--- config.mk ---
export PLATFORM = sky130hd
export DESIGN_NAME = msa_adapter
export DESIGN_NICKNAME = d
export VERILOG_FILES = /design/src/msa_pkg.sv /design/src/msa_adapter.sv /design/src/msa_pulse_qual.sv
export SDC_FILE = /design/constraint.sdc
export NUM_CORES = 1
export LEC_CHECK = 0
export ABC_AREA = 1
export BUFFER_PORTS_ARGS = -buffer_cell sky130_fd_sc_hd__buf_2
export CORE_MARGIN = 2
export CORE_UTILIZATION = 55
export CTS_CLUSTER_DIAMETER = 200
export DETAILED_ROUTE_END_ITERATION = 10
export PLACE_DENSITY = 0.73
export SYNTH_ARGS = -nofsm -noshare
export SYNTH_HDL_FRONTEND = slang
export SYNTH_SLANG_ARGS = --single-unit
--- constraint.sdc ---
create_clock -name ref_clk_i -period 1.9 [get_ports ref_clk_i]
set_input_delay 0.19 -clock ref_clk_i [delete_from_list [all_inputs] [get_ports ref_clk_i]]
set_output_delay 0.19 -clock ref_clk_i [all_outputs]
set_load 0.01 [all_outputs]
--- src/msa_pkg.sv ---
// Constants, timing counts and carrier types of the Manchester serial adapter.
// Assumes one 100 MHz reference clock; each time below that sets a count becomes whole cycles of it.
package msa_pkg;

    // Reference clock and line rate
    localparam real CLK_PERIOD_NS = 10.0;
    localparam real BIT_TIME_NS = 100.0;
    localparam int BIT_CYC = int'($floor(BIT_TIME_NS / CLK_PERIOD_NS));

    // Transmit half bit cell limits
    localparam real HALF_CELL_MIN_NS = 49.5;
    localparam real HALF_CELL_MAX_NS = 50.5;
    localparam int HALF_CELL_CYC = int'($floor(HALF_CELL_MAX_NS / CLK_PERIOD_NS));

    // Receive line pulse qualification
    localparam real RX_REJECT_NS = 20.0;
    localparam real RX_TURN_ON_NS = 45.0;
    localparam int RX_ON_CYC = int'($floor(RX_REJECT_NS / CLK_PERIOD_NS)) + 1;

    // Carrier hold after the last receive line transition, in bit times
    localparam real CARR_HOLD_BITS = 1.55;
    localparam int CARR_HOLD_CYC = int'($floor(CARR_HOLD_BITS * BIT_TIME_NS / CLK_PERIOD_NS));

    // Collision pulse qualification and hold
    localparam real COLLISION_INDICATE_REJECT_NS = 10.0;
    localparam real COLLISION_INDICATE_TURN_ON_NS = 26.0;
    localparam real COLLISION_INDICATE_GAP_NS = 80.0;
    localparam real COLLISION_INDICATE_OFF_NS = 160.0;
    localparam int COLLISION_INDICATE_ON_CYC = int'($floor(COLLISION_INDICATE_REJECT_NS / CLK_PERIOD_NS)) + 1;
    localparam int COLLISION_INDICATE_OFF_CYC = int'($floor(COLLISION_INDICATE_OFF_NS / CLK_PERIOD_NS));

    // Decoder edge jitter tolerance, acquisition and steady state
    localparam real JIT_ACQ_MIN_NS = 16.0;
    localparam real JIT_ACQ_MAX_NS = 21.5;
    localparam real JIT_RUN_MIN_NS = 19.0;
    localparam real JIT_RUN_MAX_NS = 24.4;
    localparam int JIT_RUN_BITS = 50;
    localparam int ACQ_BLANK_CYC =
        int'($ceil((BIT_TIME_NS / 2.0 + JIT_ACQ_MIN_NS) / CLK_PERIOD_NS));
    localparam int ACQ_LATE_CYC = int'($floor(JIT_ACQ_MAX_NS / CLK_PERIOD_NS));
    localparam int RUN_BLANK_CYC =
        int'($ceil((BIT_TIME_NS / 2.0 + JIT_RUN_MIN_NS) / CLK_PERIOD_NS));
    localparam int RUN_LATE_CYC = int'($floor(JIT_RUN_MAX_NS / CLK_PERIOD_NS));

    // Receive sequence points, counted in decoded bits and recovered clock rises
    localparam int FIRST_DATA_BIT = 5;
    localparam int CLK_SWITCH_BIT = 2;
    localparam int CLK_SWITCH_EDGES = 2;

    // Counter widths
    localparam int PULSE_CW = 5;
    localparam int PHASE_W = 4;
    localparam int BITCNT_W = 6;

    // Receive side outputs travel together
    typedef struct packed {
        logic clock;
        logic enable;
        logic data;
    } msa_rx_t;

    // Transmit cell being encoded
    typedef struct packed {
        logic active;
        logic value;
    } msa_tx_t;

endpackage

--- src/msa_adapter.sv ---
// Manchester serial adapter: transmit clock and encoder, receive carrier,
// collision qualifier, decoder and receive clock selection.
// Assumes all pins are asynchronous to ref_clk_i and the oscillator pin is slow.
//
// Contract
// - Transmit clock toggles on each oscillator rise.
// - Encode data on oscillator fall after clock rise.
// - Each half bit cell lasts about 50 ns.
// - Receive data undefined until decoded bit five.
// - Test select low gives recovered receive clock.
// - Clock switch may glitch after bit two.
// - Carrier drops 1.55 bits after last rise; here the hold restarts on either edge, so it runs from the last transition.
// - Reject 20 ns receive pulses, accept 45 ns.
// - Reject 10 ns collision pulses, accept 26 ns.
// - Collision bridges 80 ns gaps, off at 160.
// - Tolerate 16 ns jitter during acquisition.
// - Tolerate 19 ns jitter after fifty bits.
module msa_adapter
    import msa_pkg::*;
#(
    parameter int FIRST_BIT = FIRST_DATA_BIT
) (
    input wire logic ref_clk_i,
    input wire logic rst_n_i,
    input wire logic oscillator_input_i,
    input wire logic transmit_enable_in_i,
    input wire logic tx_data_i,
    input wire logic test_select_i,
    input wire logic rx_line_i,
    input wire logic collision_line_i,
    output logic transmit_clock_out_o,
    output logic tx_line_o,
    output logic receive_clock_o,
    output logic rx_data_o,
    output logic receive_enable_out_o,
    output logic collision_indicate_o
);

    // Data must start after the clock switch and within the bit counter
    if (FIRST_BIT <= CLK_SWITCH_BIT || FIRST_BIT >= (1 << BITCNT_W) - 1) begin : g_chk
        $error("msa_adapter: FIRST_BIT out of range");
    end

    // Pin synchronisers; stage 0 feeds stage 1 only, stage 2 is the edge history
    logic [2:0] osc_s_q, osc_s_d;
    logic [2:0] rxl_s_q, rxl_s_d;
    logic [1:0] transmit_enable_in_s_q, transmit_enable_in_s_d;
    logic [1:0] txd_s_q, txd_s_d;
    logic [1:0] tsel_s_q, tsel_s_d;
    logic [1:0] col_s_q, col_s_d;
    logic osc_rise; // Oscillator rising edge seen
    logic osc_fall; // Oscillator falling edge seen
    logic rx_edge; // Any receive line transition

    // Next values of the synchronisers
    always_comb begin
        osc_s_d = {osc_s_q[1:0], oscillator_input_i};
        rxl_s_d = {rxl_s_q[1:0], rx_line_i};
        transmit_enable_in_s_d = {transmit_enable_in_s_q[0], transmit_enable_in_i};
        txd_s_d = {txd_s_q[0], tx_data_i};
        tsel_s_d = {tsel_s_q[0], test_select_i};
        col_s_d = {col_s_q[0], collision_line_i};
    end

    // Synchroniser registers
    always_ff @(posedge ref_clk_i) begin
        if (!rst_n_i) begin
            osc_s_q <= '0;
            rxl_s_q <= '0;
            transmit_enable_in_s_q <= '0;
            txd_s_q <= '0;
            tsel_s_q <= '0;
            col_s_q <= '0;
        end else begin
            osc_s_q <= osc_s_d;
            rxl_s_q <= rxl_s_d;
            transmit_enable_in_s_q <= transmit_enable_in_s_d;
            txd_s_q <= txd_s_d;
            tsel_s_q <= tsel_s_d;
            col_s_q <= col_s_d;
        end
    end

    assign osc_rise = osc_s_q[1] & ~osc_s_q[2];
    assign osc_fall = ~osc_s_q[1] & osc_s_q[2];
    assign rx_edge = rxl_s_q[1] ^ rxl_s_q[2];

    // Transmit side state
    logic transmit_clock_out_q, transmit_clock_out_d; // Divided transmit clock
    msa_tx_t enc_q, enc_d; // Cell sampled at transmit clock rise
    logic tx_line_q, tx_line_d; // Encoded line, idles high
    logic [PHASE_W-1:0] half_cnt_q, half_cnt_d; // Cycles since line change

    // Transmit clock divider and encoder
    always_comb begin
        transmit_clock_out_d = transmit_clock_out_q;
        enc_d = enc_q;
        tx_line_d = tx_line_q;
        if (osc_rise) begin
            // Reset value is arbitrary; nothing relies on the phase
            transmit_clock_out_d = ~transmit_clock_out_q;
            if (!transmit_clock_out_q) begin
                // Controller data stable around this edge
                enc_d.active = transmit_enable_in_s_q[1];
                enc_d.value = txd_s_q[1];
            end
        end
        if (osc_fall) begin
            // Halves follow oscillator falls, exactly one half cell apart
            if (enc_q.active) begin
                tx_line_d = transmit_clock_out_q ? ~enc_q.value : enc_q.value;
            end else begin
                tx_line_d = 1'b1;
            end
        end
        if (tx_line_d != tx_line_q) begin
            half_cnt_d = '0;
        end else begin
            half_cnt_d = (half_cnt_q == '1) ? half_cnt_q : half_cnt_q + 1'b1;
        end
    end

    // Transmit registers
    always_ff @(posedge ref_clk_i) begin
        if (!rst_n_i) begin
            transmit_clock_out_q <= 1'b0;
            enc_q <= '0;
            tx_line_q <= 1'b1;
            half_cnt_q <= '0;
        end else begin
            transmit_clock_out_q <= transmit_clock_out_d;
            enc_q <= enc_d;
            tx_line_q <= tx_line_d;
            half_cnt_q <= half_cnt_d;
        end
    end

    // Carrier and collision qualifiers
    logic carrier; // Internal carrier sense
    logic collision; // Qualified collision

    msa_pulse_qual #(
        .ON_CYC(RX_ON_CYC),
        .HOLD_CYC(CARR_HOLD_CYC),
        .EDGE_RESTART(1'b1)
    ) u_carrier (
        .ref_clk_i(ref_clk_i),
        .rst_n_i(rst_n_i),
        .line_i(rxl_s_q[1]),
        .active_o(carrier)
    );

    msa_pulse_qual #(
        .ON_CYC(COLLISION_INDICATE_ON_CYC),
        .HOLD_CYC(COLLISION_INDICATE_OFF_CYC),
        .EDGE_RESTART(1'b0)
    ) u_collision (
        .ref_clk_i(ref_clk_i),
        .rst_n_i(rst_n_i),
        .line_i(col_s_q[1]),
        .active_o(collision)
    );

    // Decoder state
    logic [PHASE_W-1:0] phase_q, phase_d; // Position inside the bit cell
    logic [BITCNT_W-1:0] bit_cnt_q, bit_cnt_d; // Decoded bits, saturating
    logic [1:0] sw_cnt_q, sw_cnt_d; // Recovered clock rises after bit two
    logic rec_clk_q, rec_clk_d; // Internal recovered clock
    logic use_rec_q, use_rec_d; // Receive clock taken from recovery
    msa_rx_t rx_q, rx_d; // Registered receive outputs
    logic in_window; // Edge far enough from the last centre
    logic accept; // Edge taken as a cell centre

    // Acceptance window, open for the first centre, then equally wide before and after the decoder has settled
    always_comb begin
        if (bit_cnt_q == '0) begin
            in_window = 1'b1;
        end else if (bit_cnt_q < BITCNT_W'(JIT_RUN_BITS)) begin
            // Phase lags the edge by one cycle, so the late bound is exclusive
            in_window = phase_q >= PHASE_W'(ACQ_BLANK_CYC)
                || phase_q < PHASE_W'(ACQ_LATE_CYC);
        end else begin
            in_window = phase_q >= PHASE_W'(RUN_BLANK_CYC)
                || phase_q < PHASE_W'(RUN_LATE_CYC);
        end
        accept = carrier && rx_edge && in_window;
    end

    // Decoder, recovered clock and receive clock selection
    always_comb begin
        phase_d = phase_q;
        bit_cnt_d = bit_cnt_q;
        sw_cnt_d = sw_cnt_q;
        use_rec_d = use_rec_q;
        rx_d.data = rx_q.data;
        if (!carrier) begin
            // End of frame returns to the local clock
            phase_d = '0;
            bit_cnt_d = '0;
            sw_cnt_d = '0;
            use_rec_d = 1'b0;
            rx_d.data = 1'b0;
        end else if (accept) begin
            // Centre transition: rising edge decodes as one
            phase_d = '0;
            bit_cnt_d = (bit_cnt_q == '1) ? bit_cnt_q : bit_cnt_q + 1'b1;
            if (bit_cnt_q >= BITCNT_W'(FIRST_BIT - 1)) begin
                rx_d.data = rxl_s_q[1]; // Preamble bits before this are swallowed
            end
        end else begin
            phase_d = (phase_q == PHASE_W'(BIT_CYC - 1)) ? '0 : phase_q + 1'b1;
        end
        // Rises mid cell, where data is stable for the controller
        rec_clk_d = carrier && (phase_d >= PHASE_W'(HALF_CELL_CYC));
        if (carrier && !use_rec_q && bit_cnt_q >= BITCNT_W'(CLK_SWITCH_BIT)
            && rec_clk_d && !rec_clk_q) begin
            // Switch at the second recovered rise; a short clock may result
            if (sw_cnt_q == 2'(CLK_SWITCH_EDGES - 1)) begin
                use_rec_d = 1'b1;
            end else begin
                sw_cnt_d = sw_cnt_q + 1'b1;
            end
        end
        if (!tsel_s_q[1] || use_rec_d) begin
            rx_d.clock = rec_clk_d; // Test select low forces recovery
        end else begin
            rx_d.clock = transmit_clock_out_d;
        end
        rx_d.enable = carrier;
    end

    // Decoder registers
    always_ff @(posedge ref_clk_i) begin
        if (!rst_n_i) begin
            phase_q <= '0;
            bit_cnt_q <= '0;
            sw_cnt_q <= '0;
            rec_clk_q <= 1'b0;
            use_rec_q <= 1'b0;
            rx_q <= '0;
        end else begin
            phase_q <= phase_d;
            bit_cnt_q <= bit_cnt_d;
            sw_cnt_q <= sw_cnt_d;
            rec_clk_q <= rec_clk_d;
            use_rec_q <= use_rec_d;
            rx_q <= rx_d;
        end
    end

    // Outputs, all from registers
    assign transmit_clock_out_o = transmit_clock_out_q;
    assign tx_line_o = tx_line_q;
    assign receive_clock_o = rx_q.clock;
    assign rx_data_o = rx_q.data;
    assign receive_enable_out_o = rx_q.enable;
    assign collision_indicate_o = collision;
endmodule

--- src/msa_pulse_qual.sv ---
// Pulse width qualifier with hold-off timer, used for carrier and collision.
// Assumes line_i is already synchronised to ref_clk_i.
module msa_pulse_qual
    import msa_pkg::*;
#(
    parameter int ON_CYC = 3,
    parameter int HOLD_CYC = 15,
    parameter bit EDGE_RESTART = 1'b1
) (
    input wire logic ref_clk_i,
    input wire logic rst_n_i,
    input wire logic line_i,
    output logic active_o
);

    // Counters must hold the largest count
    if (ON_CYC < 1 || HOLD_CYC < 2
        || ON_CYC >= (1 << PULSE_CW) || HOLD_CYC >= (1 << PULSE_CW)) begin : g_chk
        $error("msa_pulse_qual: counts do not fit");
    end

    logic prev_q, prev_d; // Line one cycle ago
    logic [PULSE_CW-1:0] run_q, run_d; // Length of current high run
    logic [PULSE_CW-1:0] quiet_q, quiet_d; // Cycles since last activity
    logic act_q, act_d; // Qualified indication
    logic restart; // Activity that keeps the indication alive

    // Next state of run, quiet timer and indication
    always_comb begin
        // Either polarity retriggers: an alternating preamble rises only every
        // second bit time, which would outlast the 1.55 bit hold
        restart = EDGE_RESTART ? (line_i ^ prev_q) : line_i;
        prev_d = line_i;
        run_d = line_i ? ((run_q == '1) ? run_q : run_q + 1'b1) : '0;
        act_d = act_q;
        quiet_d = quiet_q;
        if (!act_q) begin
            // Short pulses never reach the threshold
            quiet_d = '0;
            if (line_i && run_q == PULSE_CW'(ON_CYC - 1)) begin
                act_d = 1'b1;
            end
        end else if (restart) begin
            quiet_d = '0; // Gap bridged
        end else if (quiet_q == PULSE_CW'(HOLD_CYC - 1)) begin
            act_d = 1'b0; // Quiet long enough, end of activity
            quiet_d = '0;
        end else begin
            quiet_d = quiet_q + 1'b1;
        end
    end

    // Register stage
    always_ff @(posedge ref_clk_i) begin
        if (!rst_n_i) begin
            prev_q <= 1'b0;
            run_q <= '0;
            quiet_q <= '0;
            act_q <= 1'b0;
        end else begin
            prev_q <= prev_d;
            run_q <= run_d;
            quiet_q <= quiet_d;
            act_q <= act_d;
        end
    end

    assign active_o = act_q;
endmodule
==> out/results.ini, run 1 <==
[status]
status = completed

[clocking]
clock-root-buffer = clkbuf_8
cts_tree = done
cts_max_level = 3
cts_inserted_buffers = 9
clk_path_buf_depth = 2
ctsResizeCount = 0
cts.sinks = 57
post_cts_buffers = 0
worst_skew_pair.late_latency_ns = 0.33
clkSlewWorstSetupHoldPaths_ns = 0.06
hold_buffers = 0

[synthesis]
synth_top_cell_by_area = dfxtp_1
yosysMostFrequentCell = dfxtp_1
synth_warnings = 0
ys_ff_latch = 57
synthTopCellsByArea = dfxtp_1 48%, ha_1 7.9%, inv_1 7.6%
synthTopCellsByCount = 57 x dfxtp_1, 48 x inv_1, 39 x nand2_1, 34 x nor2_1, 17 x a21oi_1
async_reset_ff_share_pct = 0
synth_edf_count = 0
synth_nets = 313
syn_area_sq_mm = 0.002385
ys_seq_area_share_pct = 47.85
synthDistinctLibCells = 35
ys.flop_type = dfxtp_1
synth_top_area_share_pct = 47.85
synth_area_per_cell_sq_um = 8.223
synth_cells = 290

[worst_setup_path]
r2r_end = receive_clock_o
rr_startpoint = phase_q[0]
r2r_setup_slack_ns = 0.27
crit_arrival_ns = 1.85
critPathKind = flip-flop to flip-flop
crit_required_ns = 2.12
crit_end = receive_clock_o
crit_fanout = 5
cp-startpoint = phase_q[0]
worstSetupEndpointType = flip-flop
start_kind = flip-flop
r2r_cells = 13

[route]
dr.pass1.iters = 4
post-route-drc-count = 0
dr_total_vias = 1801
finalWirelength_mm = 3.813
wl_per_cell_um = 10.36
dr.first_iter.drc_count = 35
ant_nets = 0
via_per_inst = 4.894

[placement]
place_congestion = 0.8388
dp_hpwl_mm = 2.740
io_buffers = 13
dp_cells = 352

[timing]
setup_violations = 0
rsz0062_at_grt = no
final_hold_viol_count = 0
fin_crit_sh_pct = 85.79
setup_tns_ns = 0
tightestPinTransition_ns = 0.2967
max_freq_mhz = 613.5
clock_skew_ns = 0.004802
relSlewSlack_pct = 80.08
maxSlewViolCount = 0
fin_crit_ns = 1.630

[power]
p_int_mw = 2.236
max-vdd-ir-drop_mv = 0.7916
p_leak_nw = 1.214
switchingPower_uw = 496.7
power.share.combinational_pct = 2.0
switching_share_pct = 18.18
clkPwrFrac_pct = 53.2
p_per_area_mw_per_mm2 = 986.9
sequentialPowerShare_pct = 44.7

[global_route]
grtUsageMet2_pct = 27.72
globalRouteMet1Util_pct = 20.26
track_usage_pct = 17.25
antenna_found_initial = 0
grt_max_degree = 20
grt_pass1_vias = 1648
grt_util_met3_pct = 5.195
grt_overflow = 0
grt_pass1_wl_mm = 6.706
busiest_layer = met2

[floorplan]
die-area_sq_mm = 0.004879
dieWidth_um = 69.85
die_h_um = 69.85
ios = 14
rows = 23
start_util_pct = 58.36
core_sq_mm = 0.004086

[final_layout]
diodes = 0
nets = 336
finalNonFillerCells = 368
drive_above_1_share_pct = 14.78
syn_to_final_growth_pct = 16.11
post-route-util_pct = 67.76

[min_path]
hold_class = input port to flip-flop
whs_path_depth = 3

[job]
max_cap_violations = 0

## power groups by stage
stage	Combinational [mW]	Clock, mW	Sequential, mW
2_1_floorplan	0.0356	0	1.25
3_3_place_gp	0.0543	0	1.25
3_5_place_dp	0.0560	0	1.25
4_1_cts	0.0563	1.48	1.22
5_1_grt	0.0649	1.54	1.22
6_report	0.0551	1.45	1.22
## layout make-up
cell class	count	area, sq um
repair buffers	15	80.08
inverters	52	197.7
clock inverters	6	130.1
fillers	347	1318
multi-input cells	178	1030
well taps	50	62.56
flip-flops and latches	57	1141
clock buffers	10	127.6
## sequential cells by signal (all words and copies together), names as in the netlist, 3 cells and up
register and cells:
bit_cnt_q 6, osc_s_q 3, phase_q 4, rxl_s_q 3
u_carrier.quiet_q 5, u_carrier.run_q 5, u_collision.quiet_q 5, u_collision.run_q 5
## worst min path at each step
stage | end | slack, ns | startpoint
after global routing | tsel_s_q[0] | 0.03 | test_select_i
after detailed placement | rxl_s_q[0] | 0.37 | rx_line_i
after floorplan | col_s_q[0] | 0.29 | collision_line_i
after CTS | rxl_s_q[0] | 0.03 | rx_line_i
after global placement | rxl_s_q[0] | 0.37 | rx_line_i
final | rxl_s_q[0] | 0.04 | rx_line_i
## critical path, stage by stage, from the launching register on
cell     delay [ns]
dfxtp_1        0.35
ha_1           0.24
nand2_1        0.07
o21ai_0        0.07
nor2_1         0.09
nand2_1        0.06
nand2_2        0.11
nand4_2        0.11
nand2_2        0.13
nand3_2        0.09
nand3_2        0.07
nand2_1        0.05
nand2_1        0.06
nor2_2         0.03
## metrics by stage
| stage | power, mW | area (sq um) | setup WS, ns | hold slack [ns] |
|---|---|---|---|---|
| final | 2.733 | 2769 | 0.2701 | 0.03698 |
| after global routing | 2.832 | 2769 | 0.1138 | 0.03131 |
| after CTS | 2.759 | 2769 | 0.2667 | 0.02688 |
| after detailed placement | 1.306 | 2511 | 0.2856 | 0.3740 |
| after global placement | 1.303 | 2511 | 0.3261 | 0.3709 |
| after floorplan | 1.285 | 2385 | 0.3746 | 0.2876 |
## cells in the final DEF, fill, tap and decap left out, drive strengths merged, types with 4 or more instances in the layout
cell,n
dfxtp,57
bufinv,4
nor2,37
inv,51
a21oi,17
xor2,5
buf,15
clkbuf,10
o21ai,15
nand4,4
nand2,42
nor4,4
nand3,17
nor3,11
ha,15
## layer usage
layer  wire, um  vias to the layer above
met5          0                        -
met4        100                        0
met3        108                        8
met2       1784                       17
met1       1820                      806
li1           -                      970
## logic make-up (layout without fill, tap and decap cells)
kind of cell | count (synthesis) | in the layout | share of synthesized area, %
xor gates and xnor gates | 8 | 8 | 2.938
buffers and inverters | 55 | 83 | 8.971
adders and majority gates | 15 | 15 | 7.870
and+or+nand+nor | 118 | 118 | 23.92
AOI/OAI and AO/OA | 37 | 37 | 8.447
DFF | 57 | 57 | 47.85
No activity file was read; power rests on OpenSTA's default activity.
==> run 2, diff against run 1 <==
==> constraint.sdc (replaced) <==
create_clock -name ref_clk_i -period 1.9 [get_ports ref_clk_i]
set_input_delay 0 -clock ref_clk_i [delete_from_list [all_inputs] [get_ports ref_clk_i]]
set_output_delay 0 -clock ref_clk_i [all_outputs]
set_load 0.01 [all_outputs]
==> out/results.ini, run 2 (same netlist as run 1, synthesis figures left out) <==
[worst_setup_path]
path_cells = ha_1, nand2_1, o21ai_0, nor2_1, nand2_1, nand2_2, nand4_2, nand2_2, nand3_2, nand3_2, nand2_1, nand2_1, nor2_2
slowest_stage = dfxtp_1
worstSetupEndpointType = flip-flop
cp_common_cell = nand2_1
crit_fanout = 5
crit_required_ns = 2.13
crit_arrival_ns = 1.89
critPathKind = flip-flop to flip-flop
path_buf_inv = 0
crit_family = simple AND/OR/NAND/NOR gates
start_kind = flip-flop
slowest_delay_ns = 0.35

[clocking]
ctsResizeCount = 0
cts_tree = done
clk_path_buf_depth = 2
clock-root-buffer = clkbuf_8
cts_inserted_buffers = 9
worst_skew_pair.late_latency_ns = 0.34
cts_max_level = 3
cts.sinks = 57
clkSlewWorstSetupHoldPaths_ns = 0.07

[global_route]
track_usage_pct = 18.57
grt_pass1_vias = 1723
grt_max_degree = 13
antenna_found_initial = 0
grt_pass1_wl_mm = 7.134
grt_overflow = 0

[floorplan]
die_h_um = 69.85
rows = 23
die-area_sq_mm = 0.004879
dieWidth_um = 69.85
core_sq_mm = 0.004086
start_util_pct = 58.36
ios = 14

[timing]
clock_skew_ns = 0.007289
fin_crit_sh_pct = 87.26
final_hold_viol_count = 0
max_freq_mhz = 603.1
rsz0062_at_grt = no
tightestPinTransition_ns = 0.2780
fin_crit_ns = 1.658
setup_tns_ns = 0
maxSlewViolCount = 0
setup_violations = 0
relSlewSlack_pct = 81.33

[power]
p_leak_nw = 1.237
max-vdd-ir-drop_mv = 0.7407
p_per_area_mw_per_mm2 = 975.5
power_mw = 2.771

[placement]
dp_cells = 352
dpl_cell_area_sq_mm = 0.002511
place_congestion = 0.8407
dp_hpwl_mm = 2.765
io_buffers = 13

[final_layout]
final_common_cell = dfxtp_1
multi_input_area_sq_mm = 0.001030
fill_cells = 338
diodes = 0
syn_to_final_growth_pct = 19.10
finalNonFillerCells = 375
drive_above_1_share_pct = 14.15
fin_area_sq_mm = 0.002840
ff_latch_area_sq_mm = 0.001141
largest_reg_flops = 6
top_register = bit_cnt_q
mostFrequentLayoutCells = 57 x dfxtp_1, 48 x inv_1, 39 x nand2_1
nets = 343

[status]
status = completed

[job]
max_cap_violations = 0

[route]
ant_nets = 0
dr.first_iter.drc_count = 34
via_per_inst = 4.909
wl_per_cell_um = 10.65
post-route-drc-count = 0
dr_total_vias = 1841
dr.pass1.iters = 4
finalWirelength_mm = 3.992

[min_path]
hold_class = input port to flip-flop

[run 2: cell count changes in the layout (fill, tap and decap cells not counted)]
cell           change
clkinv_2           -2
dlygate4sd3_1      +7
clkinvlp_4         +1
clkbuf_1           +1
[run 2: metal layers]
| layer | global-route usage, % | vias up | part of all wire (%) |
|---|---|---|---|
| li1 | - | 984 | - |
| met1 | 21.32 | 825 | 46 |
| met2 | 30.79 | 22 | 49 |
| met3 | 5.195 | 10 | 2.6 |
| met4 | 10.90 | 0 | 2.9 |
| met5 | 0 | - | 0 |
[run 2: layout make-up]
class,instances,share of cell area [%]
sequential,57,40.18
tap,50,2.203
clock inverter,5,4.493
inverter,52,6.960
multi-input combinational,178,36.26
clock buffer,11,4.626
timing repair buffer,22,5.286
[run 2: final timing paths]
| path | from | end | slack [ns] | cells past startpoint |
|---|---|---|---|---|
| setup / recovery | phase_q[0] | receive_clock_o | 0.24 | 13 |
| hold / removal | collision_line_i | col_s_q[0] | 0.37 | 4 |
| setup reg to reg | phase_q[0] | receive_clock_o | 0.24 | 13 |
| hold reg to reg | rxl_s_q[0] | rxl_s_q[1] | 0.41 | 2 |
[run 2: where the power goes]
part	internal (mW)	switching, mW	total [mW]
clock network	1.00	0.475	1.48
logic	0.0314	0.0365	0.0679
registers	1.21	0.00859	1.22
total	2.25	0.520	2.77
[run 2: what timing repair did]
item,CTS,global route
hold buffers,7,0
endpoints found under the hold margin,7,0
setup buffers,0,0
[run 2: worst min-delay path, cell delays in order]
cell	delay, ns
dlygate4sd3_1	0.51
buf_2	0.09
nand2_1	0.04
inv_1	0.04
[run 2: through the flow]
step,setup slack [ns],hold slack (ns),utilization (%)
floorplan,0.3746,0.09763,-
global placement,0.3328,0.1807,61.45
detailed placement,0.2602,0.1850,61.45
CTS,0.2357,0.3704,69.50
global route,0.07493,0.3941,69.50
finish,0.2420,0.3740,69.50
